File: config.mk
export PLATFORM = sky130hd
export DESIGN_NAME = dct_timer
export DESIGN_NICKNAME = d
export VERILOG_FILES = /design/src/include/dct_pkg.sv /design/src/dct_timer.sv
export VERILOG_INCLUDE_DIRS = /design/src /design/src/include
export SDC_FILE = /design/constraint.sdc
export NUM_CORES = 1
export LEC_CHECK = 0
export CAP_MARGIN = 20
export CORE_UTILIZATION = 60
export DETAILED_ROUTE_END_ITERATION = 8
export DONT_BUFFER_PORTS = 1
export PLACE_DENSITY = 0.79
export SLEW_MARGIN = 20
export SYNTH_ARGS = -nofsm -noshare
export SYNTH_HDL_FRONTEND = slang
export SYNTH_SLANG_ARGS = --single-unit
File: constraint.sdc
create_clock -name clk -period 5.85 [get_ports clk]
set_input_delay 0.8775 -clock clk [delete_from_list [all_inputs] [get_ports clk]]
set_output_delay 0.8775 -clock clk [all_outputs]
set_load 0.01 [all_outputs]
File: src/include/dct_defines.svh
// Register map, field positions, codes and constant values of the dual timer
`ifndef DCT_DEFINES_SVH
`define DCT_DEFINES_SVH

// Byte offsets on the register bus
`define DCT_OFF_PRESCALER   6'h00
`define DCT_OFF_CLOCK_UNIT  6'h04
`define DCT_OFF_PRIMARY     6'h08
`define DCT_OFF_SECONDARY   6'h0C
`define DCT_OFF_RELOAD_A    6'h10
`define DCT_OFF_RELOAD_B    6'h14
`define DCT_OFF_MODE_CTRL   6'h18
`define DCT_OFF_INT_CTRL    6'h1C
`define DCT_OFF_PEND_CLEAR  6'h20

// Clock unit fields
`define DCT_CLK1_LSB        0
`define DCT_CLK2_LSB        3
// Mode control fields
`define DCT_MODE_LSB        0
`define DCT_A_EDGE_BIT      2
`define DCT_B_EDGE_BIT      3
`define DCT_A_EN_BIT        4
`define DCT_B_EN_BIT        5
`define DCT_A_LEVEL_BIT     6
// Interrupt control fields
`define DCT_PEND_LSB        0
`define DCT_IEN_LSB         4
// Source indices within the pending and enable nibbles
`define DCT_SRC_A           0
`define DCT_SRC_B           1
`define DCT_SRC_C           2
`define DCT_SRC_D           3

// Values
`define DCT_PRESET          16'hFFFF
`define DCT_ZERO16          16'h0000
`define DCT_ONE16           16'h0001
`define DCT_PSC_ONE         5'h01
`define DCT_ZERO32          32'h0000_0000
`define DCT_RESP_OKAY       2'h0
`define DCT_RESP_SLVERR     2'h2

// System request lines of the two timer units
`define DCT_UNIT1_LINE1_IRQ 13
`define DCT_UNIT1_LINE2_IRQ 12
`define DCT_UNIT2_LINE1_IRQ 11
`define DCT_UNIT2_LINE2_IRQ 10

`endif

File: src/include/dct_pkg.sv
// Types shared by the dual counter capture timer
package dct_pkg;

  // Operating modes in field-code order
  typedef enum logic [1:0] {
    DCT_MODE_PWM,
    DCT_MODE_CAPTURE,
    DCT_MODE_DUAL,
    DCT_MODE_SINGLE
  } dct_mode_e;

  // Counter clock sources in field-code order; codes above are undefined
  typedef enum logic [2:0] {
    DCT_CLK_STOP,
    DCT_CLK_PRESC,
    DCT_CLK_EVENT,
    DCT_CLK_ACCUM,
    DCT_CLK_SLOW
  } dct_clk_e;

  // Control and bus state, cleared by reset
  typedef struct packed {
    logic [4:0]  presc;
    logic [4:0]  psc_cnt;
    logic [2:0]  clk1;
    logic [2:0]  clk2;
    logic [1:0]  mode;
    logic        a_edge;
    logic        b_edge;
    logic        a_en;
    logic        b_en;
    logic        a_level;
    logic [3:0]  pend;
    logic [3:0]  ien;
    logic        pwm_sel;
    logic        pin_a_prev;
    logic        pin_b_prev;
    logic        slow_s1;
    logic        slow_s2;
    logic        slow_s3;
    logic        irq1;
    logic        irq2;
    logic        pin_a_oe;
    logic        awready;
    logic        wready;
    logic        aw_have;
    logic [5:0]  awaddr;
    logic        w_have;
    logic [31:0] wdata;
    logic [3:0]  wstrb;
    logic        bvalid;
    logic [1:0]  bresp;
    logic        arready;
    logic        rvalid;
    logic [1:0]  rresp;
    logic [31:0] rdata;
  } dct_ctl_s;

  // Count and reload state, left alone by reset
  typedef struct packed {
    logic [15:0] cnt1;
    logic [15:0] cnt2;
    logic [15:0] cra;
    logic [15:0] crb;
  } dct_dat_s;

endpackage

File: src/dct_timer.sv
// Dual counter capture timer unit with an AXI4-Lite register slave
`timescale 1ns/10ps
`include "dct_defines.svh"

// Operation
// - Modes 3 and 4: primary counts down per tick, reloads from reload A.
// - Modes 1, 3, 4 with pin A enabled: pin A toggles per primary underflow.
// - Toggling pin A starts from the level bit; software sets it first.
// - Modes 3, 4: primary reload sets source A; source C stays unused.
// - Mode 3: secondary counts down, reloads from reload B on underflow.
// - Mode 3: secondary underflow sets flag D; enable D gates interrupt.
// - Mode 3: pin B event, accumulate or prescaled clock drive counters.
// - Mode 4: chosen pin B edge copies secondary count into reload B.
// - Preset capture stores count first, then loads counter with all ones.
// - Mode 4: pin B capture sets flag B; secondary underflow sets flag D.
// - Modes 2, 4: event or accumulate clock select stops that counter.
// - Four sources A-D; A, B, C feed line one, D feeds line two.
// - Unit one lines go to requests 13 and 12, unit two to 11 and 10.
// - Mode 1: A reload from A, B reload from B, D secondary underflow.
// - Mode 2: A pin A capture, B pin B capture, C and D underflows.
// - Modes 3, 4 source A on reload; mode 3 D on secondary reload.
// - Mode 2 pin A captures primary, presets when enabled; else no output.
// - Pin B is clock input in modes 1, 3; capture pin in modes 2, 4.
// - Mode field: 00 PWM, 01 dual capture, 10 dual counter, 11 single.
// - Clock select: 000 stop, 001 prescaled, 010 event, 011 accum, 100 slow.
// - Pending set by hardware or software; cleared only via clear register.
// - Hardware updates pin A level; a same-cycle software write wins.
module dct_timer #(
  parameter int ADDR_W = 6
) (
  input  wire logic              clk,
  input  wire logic              rst,
  input  wire logic [ADDR_W-1:0] s_axi_awaddr,
  input  wire logic              s_axi_awvalid,
  output logic                   s_axi_awready,
  input  wire logic [31:0]       s_axi_wdata,
  input  wire logic [3:0]        s_axi_wstrb,
  input  wire logic              s_axi_wvalid,
  output logic                   s_axi_wready,
  output logic [1:0]             s_axi_bresp,
  output logic                   s_axi_bvalid,
  input  wire logic              s_axi_bready,
  input  wire logic [ADDR_W-1:0] s_axi_araddr,
  input  wire logic              s_axi_arvalid,
  output logic                   s_axi_arready,
  output logic [31:0]            s_axi_rdata,
  output logic [1:0]             s_axi_rresp,
  output logic                   s_axi_rvalid,
  input  wire logic              s_axi_rready,
  input  wire logic              pin_a_in,
  output logic                   pin_a_out,
  output logic                   pin_a_oe,
  input  wire logic              pin_b_in,
  input  wire logic              slow_clk_in,
  output logic                   irq_line_one,
  output logic                   irq_line_two
);
  import dct_pkg::*;

  // The map needs six address bits; wider buses decode only those
  if (ADDR_W < 6) begin : g_addr_check
    $error("dct_timer: ADDR_W must be at least 6");
  end

  dct_ctl_s c_reg;
  dct_ctl_s c_next;
  dct_dat_s d_reg;
  dct_dat_s d_next;

  // Tick for one counter from its clock select
  function automatic logic clk_tick(input logic [2:0] sel,
                                    input logic       capt,
                                    input logic       tp,
                                    input logic       ev,
                                    input logic       acc,
                                    input logic       slow);
    logic t;
    t = 1'b0;
    case (sel)
      DCT_CLK_STOP:  t = 1'b0;
      DCT_CLK_PRESC: t = tp;
      DCT_CLK_EVENT: t = !capt && ev;
      DCT_CLK_ACCUM: t = !capt && tp && acc;
      DCT_CLK_SLOW:  t = slow;
      default:       t = 1'b0;
    endcase
    return t;
  endfunction

  // Byte-lane merge of a bus write into a register word
  function automatic logic [31:0] lane_merge(input logic [31:0] old,
                                             input logic [31:0] wd,
                                             input logic [3:0]  st);
    logic [31:0] r;
    r = old;
    for (int i = 0; i < 4; i++) begin
      if (st[i]) begin
        r[i*8 +: 8] = wd[i*8 +: 8];
      end
    end
    return r;
  endfunction

  // Whether a byte offset names a register
  function automatic logic addr_hit(input logic [5:0] a);
    logic h;
    h = 1'b0;
    case (a)
      `DCT_OFF_PRESCALER, `DCT_OFF_CLOCK_UNIT, `DCT_OFF_PRIMARY,
      `DCT_OFF_SECONDARY, `DCT_OFF_RELOAD_A, `DCT_OFF_RELOAD_B,
      `DCT_OFF_MODE_CTRL, `DCT_OFF_INT_CTRL, `DCT_OFF_PEND_CLEAR: h = 1'b1;
      default: h = 1'b0;
    endcase
    return h;
  endfunction

  // Next-state logic for counters, pins, flags and the bus slave
  always_comb begin
    logic        tick_p;
    logic        a_ev;
    logic        b_ev;
    logic        slow_ev;
    logic        capt;
    logic        tick1;
    logic        tick2;
    logic [3:0]  hw_set;
    logic [3:0]  sw_set;
    logic [3:0]  sw_clr;
    logic        do_wr;
    logic [31:0] old;
    logic [31:0] mw;
    logic [5:0]  ra;
    logic [31:0] rd;
    c_next  = c_reg;
    d_next  = d_reg;
    hw_set  = 4'h0;
    sw_set  = 4'h0;
    sw_clr  = 4'h0;
    old     = `DCT_ZERO32;
    mw      = `DCT_ZERO32;
    rd      = `DCT_ZERO32;
    ra      = s_axi_araddr[5:0];
    tick_p  = 1'b0;
    a_ev    = 1'b0;
    b_ev    = 1'b0;
    slow_ev = 1'b0;
    capt    = 1'b0;
    tick1   = 1'b0;
    tick2   = 1'b0;
    do_wr   = 1'b0;

    // Prescaler divides the system clock by its value plus one
    tick_p = (c_reg.psc_cnt == c_reg.presc);
    c_next.psc_cnt = tick_p ? 5'h00 : c_reg.psc_cnt + `DCT_PSC_ONE;

    // Pin edges per polarity bit; inputs are synchronous already
    a_ev = c_reg.a_edge ? (pin_a_in && !c_reg.pin_a_prev)
                        : (!pin_a_in && c_reg.pin_a_prev);
    b_ev = c_reg.b_edge ? (pin_b_in && !c_reg.pin_b_prev)
                        : (!pin_b_in && c_reg.pin_b_prev);
    c_next.pin_a_prev = pin_a_in;
    c_next.pin_b_prev = pin_b_in;

    // Slow clock may be unrelated to clk, so it is synchronised first
    c_next.slow_s1 = slow_clk_in;
    c_next.slow_s2 = c_reg.slow_s1;
    c_next.slow_s3 = c_reg.slow_s2;
    slow_ev = c_reg.slow_s2 && !c_reg.slow_s3;

    capt  = (c_reg.mode == DCT_MODE_CAPTURE) ||
            (c_reg.mode == DCT_MODE_SINGLE);
    // Pin B drives both counters outside the capture modes
    tick1 = clk_tick(c_reg.clk1, capt, tick_p, b_ev,
                     pin_b_in == c_reg.b_edge, slow_ev);
    tick2 = clk_tick(c_reg.clk2, capt, tick_p, b_ev,
                     pin_b_in == c_reg.b_edge, slow_ev);

    // Primary counter
    if (tick1) begin
      if (d_reg.cnt1 == `DCT_ZERO16) begin
        unique case (c_reg.mode)
          DCT_MODE_PWM: begin
            // Alternate reload sources, starting from reload A
            d_next.cnt1 = c_reg.pwm_sel ? d_reg.crb : d_reg.cra;
            hw_set[c_reg.pwm_sel ? `DCT_SRC_B : `DCT_SRC_A] = 1'b1;
            c_next.pwm_sel = !c_reg.pwm_sel;
          end
          DCT_MODE_CAPTURE: begin
            d_next.cnt1 = `DCT_PRESET;
            hw_set[`DCT_SRC_C] = 1'b1;
          end
          DCT_MODE_DUAL, DCT_MODE_SINGLE: begin
            d_next.cnt1 = d_reg.cra;
            hw_set[`DCT_SRC_A] = 1'b1;
          end
        endcase
        if (c_reg.a_en && c_reg.mode != DCT_MODE_CAPTURE) begin
          c_next.a_level = !c_reg.a_level;
        end
      end else begin
        d_next.cnt1 = d_reg.cnt1 - `DCT_ONE16;
      end
    end
    // A stopped or re-entered PWM always restarts on reload A
    if (c_reg.mode != DCT_MODE_PWM || c_reg.clk1 == DCT_CLK_STOP) begin
      c_next.pwm_sel = 1'b0;
    end

    // Dual capture on the primary counter; preset follows the copy
    if (c_reg.mode == DCT_MODE_CAPTURE) begin
      if (a_ev) begin
        d_next.cra = d_reg.cnt1;
        hw_set[`DCT_SRC_A] = 1'b1;
        if (c_reg.a_en) begin
          d_next.cnt1 = `DCT_PRESET;
        end
      end
      if (b_ev) begin
        d_next.crb = d_reg.cnt1;
        hw_set[`DCT_SRC_B] = 1'b1;
        if (c_reg.b_en) begin
          d_next.cnt1 = `DCT_PRESET;
        end
      end
    end

    // Secondary counter; reloads from reload B only in dual counter mode
    if (tick2) begin
      if (d_reg.cnt2 == `DCT_ZERO16) begin
        d_next.cnt2 = (c_reg.mode == DCT_MODE_DUAL) ? d_reg.crb
                                                    : `DCT_PRESET;
        hw_set[`DCT_SRC_D] = 1'b1;
      end else begin
        d_next.cnt2 = d_reg.cnt2 - `DCT_ONE16;
      end
    end

    // Single capture on the secondary counter
    if (c_reg.mode == DCT_MODE_SINGLE && b_ev) begin
      d_next.crb = d_reg.cnt2;
      hw_set[`DCT_SRC_B] = 1'b1;
      if (c_reg.b_en) begin
        d_next.cnt2 = `DCT_PRESET;
      end
    end

    // Bus: take address and data independently, then write once both held
    if (s_axi_awvalid && c_reg.awready) begin
      c_next.aw_have = 1'b1;
      c_next.awaddr  = s_axi_awaddr[5:0];
    end
    if (s_axi_wvalid && c_reg.wready) begin
      c_next.w_have = 1'b1;
      c_next.wdata  = s_axi_wdata;
      c_next.wstrb  = s_axi_wstrb;
    end
    do_wr = c_reg.aw_have && c_reg.w_have && !c_reg.bvalid;
    if (do_wr) begin
      c_next.aw_have = 1'b0;
      c_next.w_have  = 1'b0;
      c_next.bvalid  = 1'b1;
      c_next.bresp   = addr_hit(c_reg.awaddr) ? `DCT_RESP_OKAY
                                              : `DCT_RESP_SLVERR;
      // Software writes come after hardware so that all but pending clears win
      case (c_reg.awaddr)
        `DCT_OFF_PRESCALER: begin
          old = {27'h0, c_reg.presc};
          mw  = lane_merge(old, c_reg.wdata, c_reg.wstrb);
          c_next.presc = mw[4:0];
        end
        `DCT_OFF_CLOCK_UNIT: begin
          old = {26'h0, c_reg.clk2, c_reg.clk1};
          mw  = lane_merge(old, c_reg.wdata, c_reg.wstrb);
          c_next.clk1 = mw[`DCT_CLK1_LSB +: 3];
          c_next.clk2 = mw[`DCT_CLK2_LSB +: 3];
        end
        `DCT_OFF_PRIMARY: begin
          mw = lane_merge({16'h0, d_reg.cnt1}, c_reg.wdata, c_reg.wstrb);
          d_next.cnt1 = mw[15:0];
        end
        `DCT_OFF_SECONDARY: begin
          mw = lane_merge({16'h0, d_reg.cnt2}, c_reg.wdata, c_reg.wstrb);
          d_next.cnt2 = mw[15:0];
        end
        `DCT_OFF_RELOAD_A: begin
          mw = lane_merge({16'h0, d_reg.cra}, c_reg.wdata, c_reg.wstrb);
          d_next.cra = mw[15:0];
        end
        `DCT_OFF_RELOAD_B: begin
          mw = lane_merge({16'h0, d_reg.crb}, c_reg.wdata, c_reg.wstrb);
          d_next.crb = mw[15:0];
        end
        `DCT_OFF_MODE_CTRL: begin
          old = {25'h0, c_next.a_level, c_reg.b_en, c_reg.a_en,
                 c_reg.b_edge, c_reg.a_edge, c_reg.mode};
          mw  = lane_merge(old, c_reg.wdata, c_reg.wstrb);
          c_next.mode    = mw[`DCT_MODE_LSB +: 2];
          c_next.a_edge  = mw[`DCT_A_EDGE_BIT];
          c_next.b_edge  = mw[`DCT_B_EDGE_BIT];
          c_next.a_en    = mw[`DCT_A_EN_BIT];
          c_next.b_en    = mw[`DCT_B_EN_BIT];
          c_next.a_level = mw[`DCT_A_LEVEL_BIT];
        end
        `DCT_OFF_INT_CTRL: begin
          old = {24'h0, c_reg.ien, c_reg.pend};
          mw  = lane_merge(old, c_reg.wdata, c_reg.wstrb);
          c_next.ien = mw[`DCT_IEN_LSB +: 4];
          sw_set     = mw[`DCT_PEND_LSB +: 4];     // Zeros have no effect
        end
        `DCT_OFF_PEND_CLEAR: begin
          mw = lane_merge(`DCT_ZERO32, c_reg.wdata, c_reg.wstrb);
          sw_clr = mw[`DCT_PEND_LSB +: 4];
        end
        default: begin
          mw = `DCT_ZERO32;
        end
      endcase
    end
    if (c_reg.bvalid && s_axi_bready) begin
      c_next.bvalid = 1'b0;
    end
    c_next.awready = !c_next.aw_have && !c_next.bvalid;
    c_next.wready  = !c_next.w_have && !c_next.bvalid;

    // Pending: a hardware event in the clearing cycle survives the clear
    c_next.pend = (c_reg.pend | hw_set | sw_set) & ~(sw_clr & ~hw_set);

    // Interrupt lines, and the pin A driver enable gated by a_en and mode
    c_next.irq1 = |(c_next.pend[`DCT_SRC_C:`DCT_SRC_A] &
                    c_next.ien[`DCT_SRC_C:`DCT_SRC_A]);
    c_next.irq2 = c_next.pend[`DCT_SRC_D] &&
                  c_next.ien[`DCT_SRC_D];
    c_next.pin_a_oe = c_next.a_en &&
                      (c_next.mode != DCT_MODE_CAPTURE);

    // Read: answer in the cycle after the address is taken
    if (s_axi_arvalid && c_reg.arready) begin
      case (ra)
        `DCT_OFF_PRESCALER:  rd = {27'h0, c_reg.presc};
        `DCT_OFF_CLOCK_UNIT: rd = {26'h0, c_reg.clk2, c_reg.clk1};
        `DCT_OFF_PRIMARY:    rd = {16'h0, d_reg.cnt1};
        `DCT_OFF_SECONDARY:  rd = {16'h0, d_reg.cnt2};
        `DCT_OFF_RELOAD_A:   rd = {16'h0, d_reg.cra};
        `DCT_OFF_RELOAD_B:   rd = {16'h0, d_reg.crb};
        `DCT_OFF_MODE_CTRL:  rd = {25'h0, c_reg.a_level, c_reg.b_en,
                                   c_reg.a_en, c_reg.b_edge,
                                   c_reg.a_edge, c_reg.mode};
        `DCT_OFF_INT_CTRL:   rd = {24'h0, c_reg.ien, c_reg.pend};
        default:             rd = `DCT_ZERO32;   // Clear register reads 0
      endcase
      c_next.rvalid = 1'b1;
      c_next.rdata  = rd;
      c_next.rresp  = addr_hit(ra) ? `DCT_RESP_OKAY : `DCT_RESP_SLVERR;
    end else if (c_reg.rvalid && s_axi_rready) begin
      c_next.rvalid = 1'b0;
    end
    c_next.arready = !c_next.rvalid;
  end

  // Control state; reset stops both counters and clears all control
  always_ff @(posedge clk or posedge rst) begin
    if (rst) begin
      c_reg <= '0;
    end else begin
      c_reg <= c_next;
    end
  end

  // Counts and reload values keep their contents through reset
  always_ff @(posedge clk) begin
    d_reg <= d_next;
  end

  // Every output is a flop; unit wiring places these on the request lines
  assign s_axi_awready = c_reg.awready;
  assign s_axi_wready  = c_reg.wready;
  assign s_axi_bvalid  = c_reg.bvalid;
  assign s_axi_bresp   = c_reg.bresp;
  assign s_axi_arready = c_reg.arready;
  assign s_axi_rvalid  = c_reg.rvalid;
  assign s_axi_rresp   = c_reg.rresp;
  assign s_axi_rdata   = c_reg.rdata;
  assign pin_a_out     = c_reg.a_level;
  assign pin_a_oe      = c_reg.pin_a_oe;
  assign irq_line_one  = c_reg.irq1;
  assign irq_line_two  = c_reg.irq2;

endmodule
# Word level (Yosys, flattened, before mapping)
# Index checks and enable logic that the tools add are counted.
[word_totals]
reg_bits = 189
in_bits = 58
[classes]
add_sub_neg = 3
order_cmp = 2
n_eq_ne = 39
muxes = 78
bitwise_logic = 7
reduce_logical = 55
[ops]
columns = ["op", "n"]
rows = [
  ["$mux W16", 20],
  ["$pmux W16 S8", 1],
  ["$mux W64", 1],
  ["$eq A6 B5 Y1 const B", 8],
  ["$pmux W16 S3", 1],
  ["$mux W37", 1],
  ["$mux W4", 9],
  ["$logic_not A16 Y1", 2],
  ["$mux W32", 1],
  ["$sub A16 B1 Y16 const B", 2],
  ["$mux W7", 4],
  ["$mux W1", 27],
  ["$eq A6 B4 Y1 const B", 4],
  ["$mux W8", 3],
  ["$ne A3 B3 Y1 const B", 8],
  ["$logic_and A1 B1 Y1", 22],
  ["$reduce_or A9 Y1", 2],
  ["$logic_not A1 Y1", 13],
  ["$eq A3 B2 Y1 const B", 4],
  ["$eq A6 B3 Y1 const B", 2],
  ["$eq A6 B6 Y1 const B", 2],
  ["$logic_not A6 Y1", 2],
  ["$reduce_and A3 Y1", 4],
  ["$and A4 B4 Y4", 2],
  ["25 further kinds", 39],
]

# Logic depth before layout (Yosys ltp)
[logic_depth]
ltp_word = 17
mapped_depth = 11
ltp_nobuf = 8

# Worst setup path before layout
# OpenSTA, ideal clock, no wires.
[synth_path]
kind = "register to register"
from = "register d_reg[32] in the netlist's numbering"
to = "register d_reg[34] in the netlist's numbering (data pin)"
setup_ns = 0.261
t_arrival_ns = 2.300
path_slack_ns = 3.289
path_stages_with_launch = 10
n_path_buf = 1
path_cell_list = "edfxtp_1 > inv_1 > ha_1 > or4b_4 > or3_1 > or2_1 > buf_6 > nor2_2 > nor4b_1 > o32a_1"
[synth_rtl]
columns = ["item", "line", "rtl"]
rows = [
  ["from (decl)", "dct_timer.sv:67", "dct_dat_s d_reg;"],
  ["from (signal assigned)", "dct_timer.sv:371", "d_reg <= d_next;"],
]

==> impl_metrics.toml <==
[sta]
finalSetupViolations = 0
period_share_pct = 58.5
finalSetupTns_ns = 0
setup_ws_ns = 2.43
min_period_ns = 3.42
fmax_mhz = 292
rsz0062_at_grt = "false"
finalHoldViolCount = 0
fin_worst_skew_ns = 0.00888
slew_headroom_pct = 31.6
slew_viol_final = 0
max_slew.worst_pin.slew_ns = 1.02

[logic_synthesis]
yosys_warnings = 0
synthCells = 962
synth_top_area_share_pct = 24.2
yosysTopAreaCell = "dfrtp_1"
avgSynthCellArea_sq_um = 9.56
synth-edff-count = 64
ys_ff_latch = 153
synthTopCellsByArea = "dfrtp_1 24%, edfxtp_1 21%, mux2_2 5.1%"
synth_ff_type = "dfrtp_1"
synthesis.area_sq_um = 9200
synth_seq_area_share_pct = 45.1
synth-async-reset-ratio_pct = 58.2
synth_cell_types = 73

[cts]
root_buffer = "clkbuf_16"
htree_levels = 4
cts_tree = "yes"
numCtsBuffers = 17
cts_resized = 0
cts_setup_buffers = 0
holdBufCountCts = 0
clk_pin_slew_ns = 0.07
clock_path_buffers = 2
clk-insertion-delay-late_ns = 0.44
cts.sinks = 153

[outcome]
status = "finished clean"

[placed_design]
dp_hpwl_mm = 17.7
io_buffers = 0
place.gp.congestion = 0.958
pre_cts_slack_ns = 2.14

[setup_path]
rrSetupSlack_ns = 2.43
crit_family = "simple AND/OR/NAND/NOR gates"
path_cells = "nor4b_1, and2_1, nand3b_1, o21ai_0, buf_4, a311oi_1, nor3_1"
timing.rr.end = "d_reg[43]$_DFFE_PP_"
cp_max_fo = 20
worst_ep_arrival_time_ns = 3.70
cp.required_ns = 6.13
cp.depth = 7
startpoint = "c_reg[81]$_DFFE_PP0P_"
reg2reg_from = "c_reg[81]$_DFFE_PP0P_"
critPathMaxStageDelay_ns = 0.71
r2r_cells = 7
setup.worst_path.end_class = "register"
crit_slowest_cell = "nand3b_1"
path_buf_inv = 1
path_class = "reg -> reg"
critPathCapture = "d_reg[43]$_DFFE_PP_"
critical_path.startpoint_type = "register"

[global_routing]
grt_max_degree = 70
grt_pass1_wl_mm = 39.4
grt_use_total_pct = 32.6
grt_pass1_vias = 6878
overflow = 0
antenna_found_initial = 0

[cells_and_area]
regArea_sq_um = 4150
nets = 968
multi_input_area_sq_um = 4520
fillers = 1203
final_cell_mix = "101 x nor2_1, 89 x dfrtp_1, 88 x nand2_1"
utilization_pct = 65.2
final_common_cell = "nor2_1"
syn_to_final_growth_pct = 4.53
largest_reg_flops = 64
n_antenna_cell = 0
drive_gt1_share_pct = 12.7

[power]
p_leak_nw = 3.76
power_density_nw_per_um2 = 464
peakVddDrop_mv = 0.286

[worst_hold_path]
hp-class = "in -> async"

[floorplanning]
die_area_sq_um = 15800
die_x_microns = 126
initial_core_util_pct = 62.4
fp.dieH_microns = 126
io_pins = 103
placementRows = 44
core_area_sq_um = 14800

[drt]
vias = 7736
antenna_left = 0
drtIter0Drc = 1248
vias_per_cell = 7.01
drt_wl_total_mm = 25.2
post_drt_wl_per_cell_microns = 22.8
drc = 0
dr.pass1.iters = 6

[flow_run]
max_cap_violations = 0
==> routing by layer <==
metal,GRT usage (%),vias to the layer above,wire [microns]
li1,-,3426,-
met1,47.4,3645,10200
met4,11.8,0,705
met3,9.39,77,3530
met2,46.4,588,10800
met5,0,-,0
==> power breakdown <==
part           internal [mW]  leakage (nW)  switching, mW
registers               1.55          1.88          0.720
clock network          0.598         0.268          0.462
logic                  0.532          1.62          0.603
==> area by class of cell <==
cell class,count,area share (%)
Clock buffer,19,4.61
Timing Repair Buffer,13,1.01
Sequential cell,153,43.1
Clock inverter,13,1.25
Tap cell,184,2.39
Inverter,15,0.612
Multi-Input combinational cell,706,47.0
==> cells in the mapped netlist, types with 5 or more instances <==
| master | instances |
|---|---|
| or2_2 | 9 |
| nor3_1 | 16 |
| mux2_2 | 42 |
| nor4b_1 | 5 |
| and2_1 | 8 |
| nand3_1 | 18 |
| a211oi_1 | 8 |
| a31oi_1 | 22 |
| nand3b_1 | 5 |
| nand4_1 | 11 |
| o22ai_1 | 8 |
| a22o_1 | 24 |
| nand2_1 | 88 |
| nand2b_1 | 8 |
| a22oi_1 | 18 |
| nor4_1 | 13 |
| a221oi_1 | 6 |
| buf_2 | 9 |
| xnor2_1 | 5 |
| mux2i_1 | 33 |
| o21ai_0 | 44 |
| o211ai_1 | 12 |
| clkbuf_1 | 52 |
| a222oi_1 | 9 |
| edfxtp_1 | 64 |
| or3_1 | 8 |
| buf_4 | 37 |
| nor2b_1 | 8 |
| nor2_1 | 103 |
| xor2_1 | 11 |
| and3_1 | 8 |
| a21oi_1 | 67 |
| inv_1 | 15 |
| o31ai_1 | 7 |
| dfrtp_1 | 89 |
| o22a_1 | 5 |
==> stage by stage <==
step	std cells	hold WS, ns	instance area, sq um	power (mW)
finish	1103	0.236	9620	4.46
floorplan	979	0.331	9260	2.92
detailed placement	1071	0.340	9040	3.34
global route	1103	0.245	9620	4.66
CTS	1103	0.241	9610	4.39
global placement	1071	0.332	9040	3.29
==> how the worst min path moves through the flow <==
stage | from | end | slack, ns
6_report | rst | s_axi_rdata[3]$_DFFE_PP0P_ | 0.24
5_1_grt | rst | s_axi_rdata[3]$_DFFE_PP0P_ | 0.25
4_1_cts | rst | s_axi_rdata[3]$_DFFE_PP0P_ | 0.24
3_5_place_dp | c_next[89]$_DFF_PP0_ | c_next[88]$_DFF_PP0_ | 0.34
3_3_place_gp | c_next[89]$_DFF_PP0_ | c_next[88]$_DFF_PP0_ | 0.33
2_1_floorplan | c_next[89]$_DFF_PP0_ | c_next[88]$_DFF_PP0_ | 0.33
==> kinds of logic (layout without fill, tap and decap cells) <==
kind of cell | after synthesis | in the layout | synth area share [%]
simple gates | 331 | 331 | 17.9
buf+inv | 120 | 60 | 6.79
xor+xnor | 16 | 16 | 1.52
flops | 153 | 153 | 45.1
other cells | 1 | 18 | 0.0408
compound gates | 262 | 262 | 19.3
fa+ha+maj | 4 | 4 | 0.544
mux | 75 | 75 | 8.73
No activity file was read; power rests on OpenSTA's default activity.
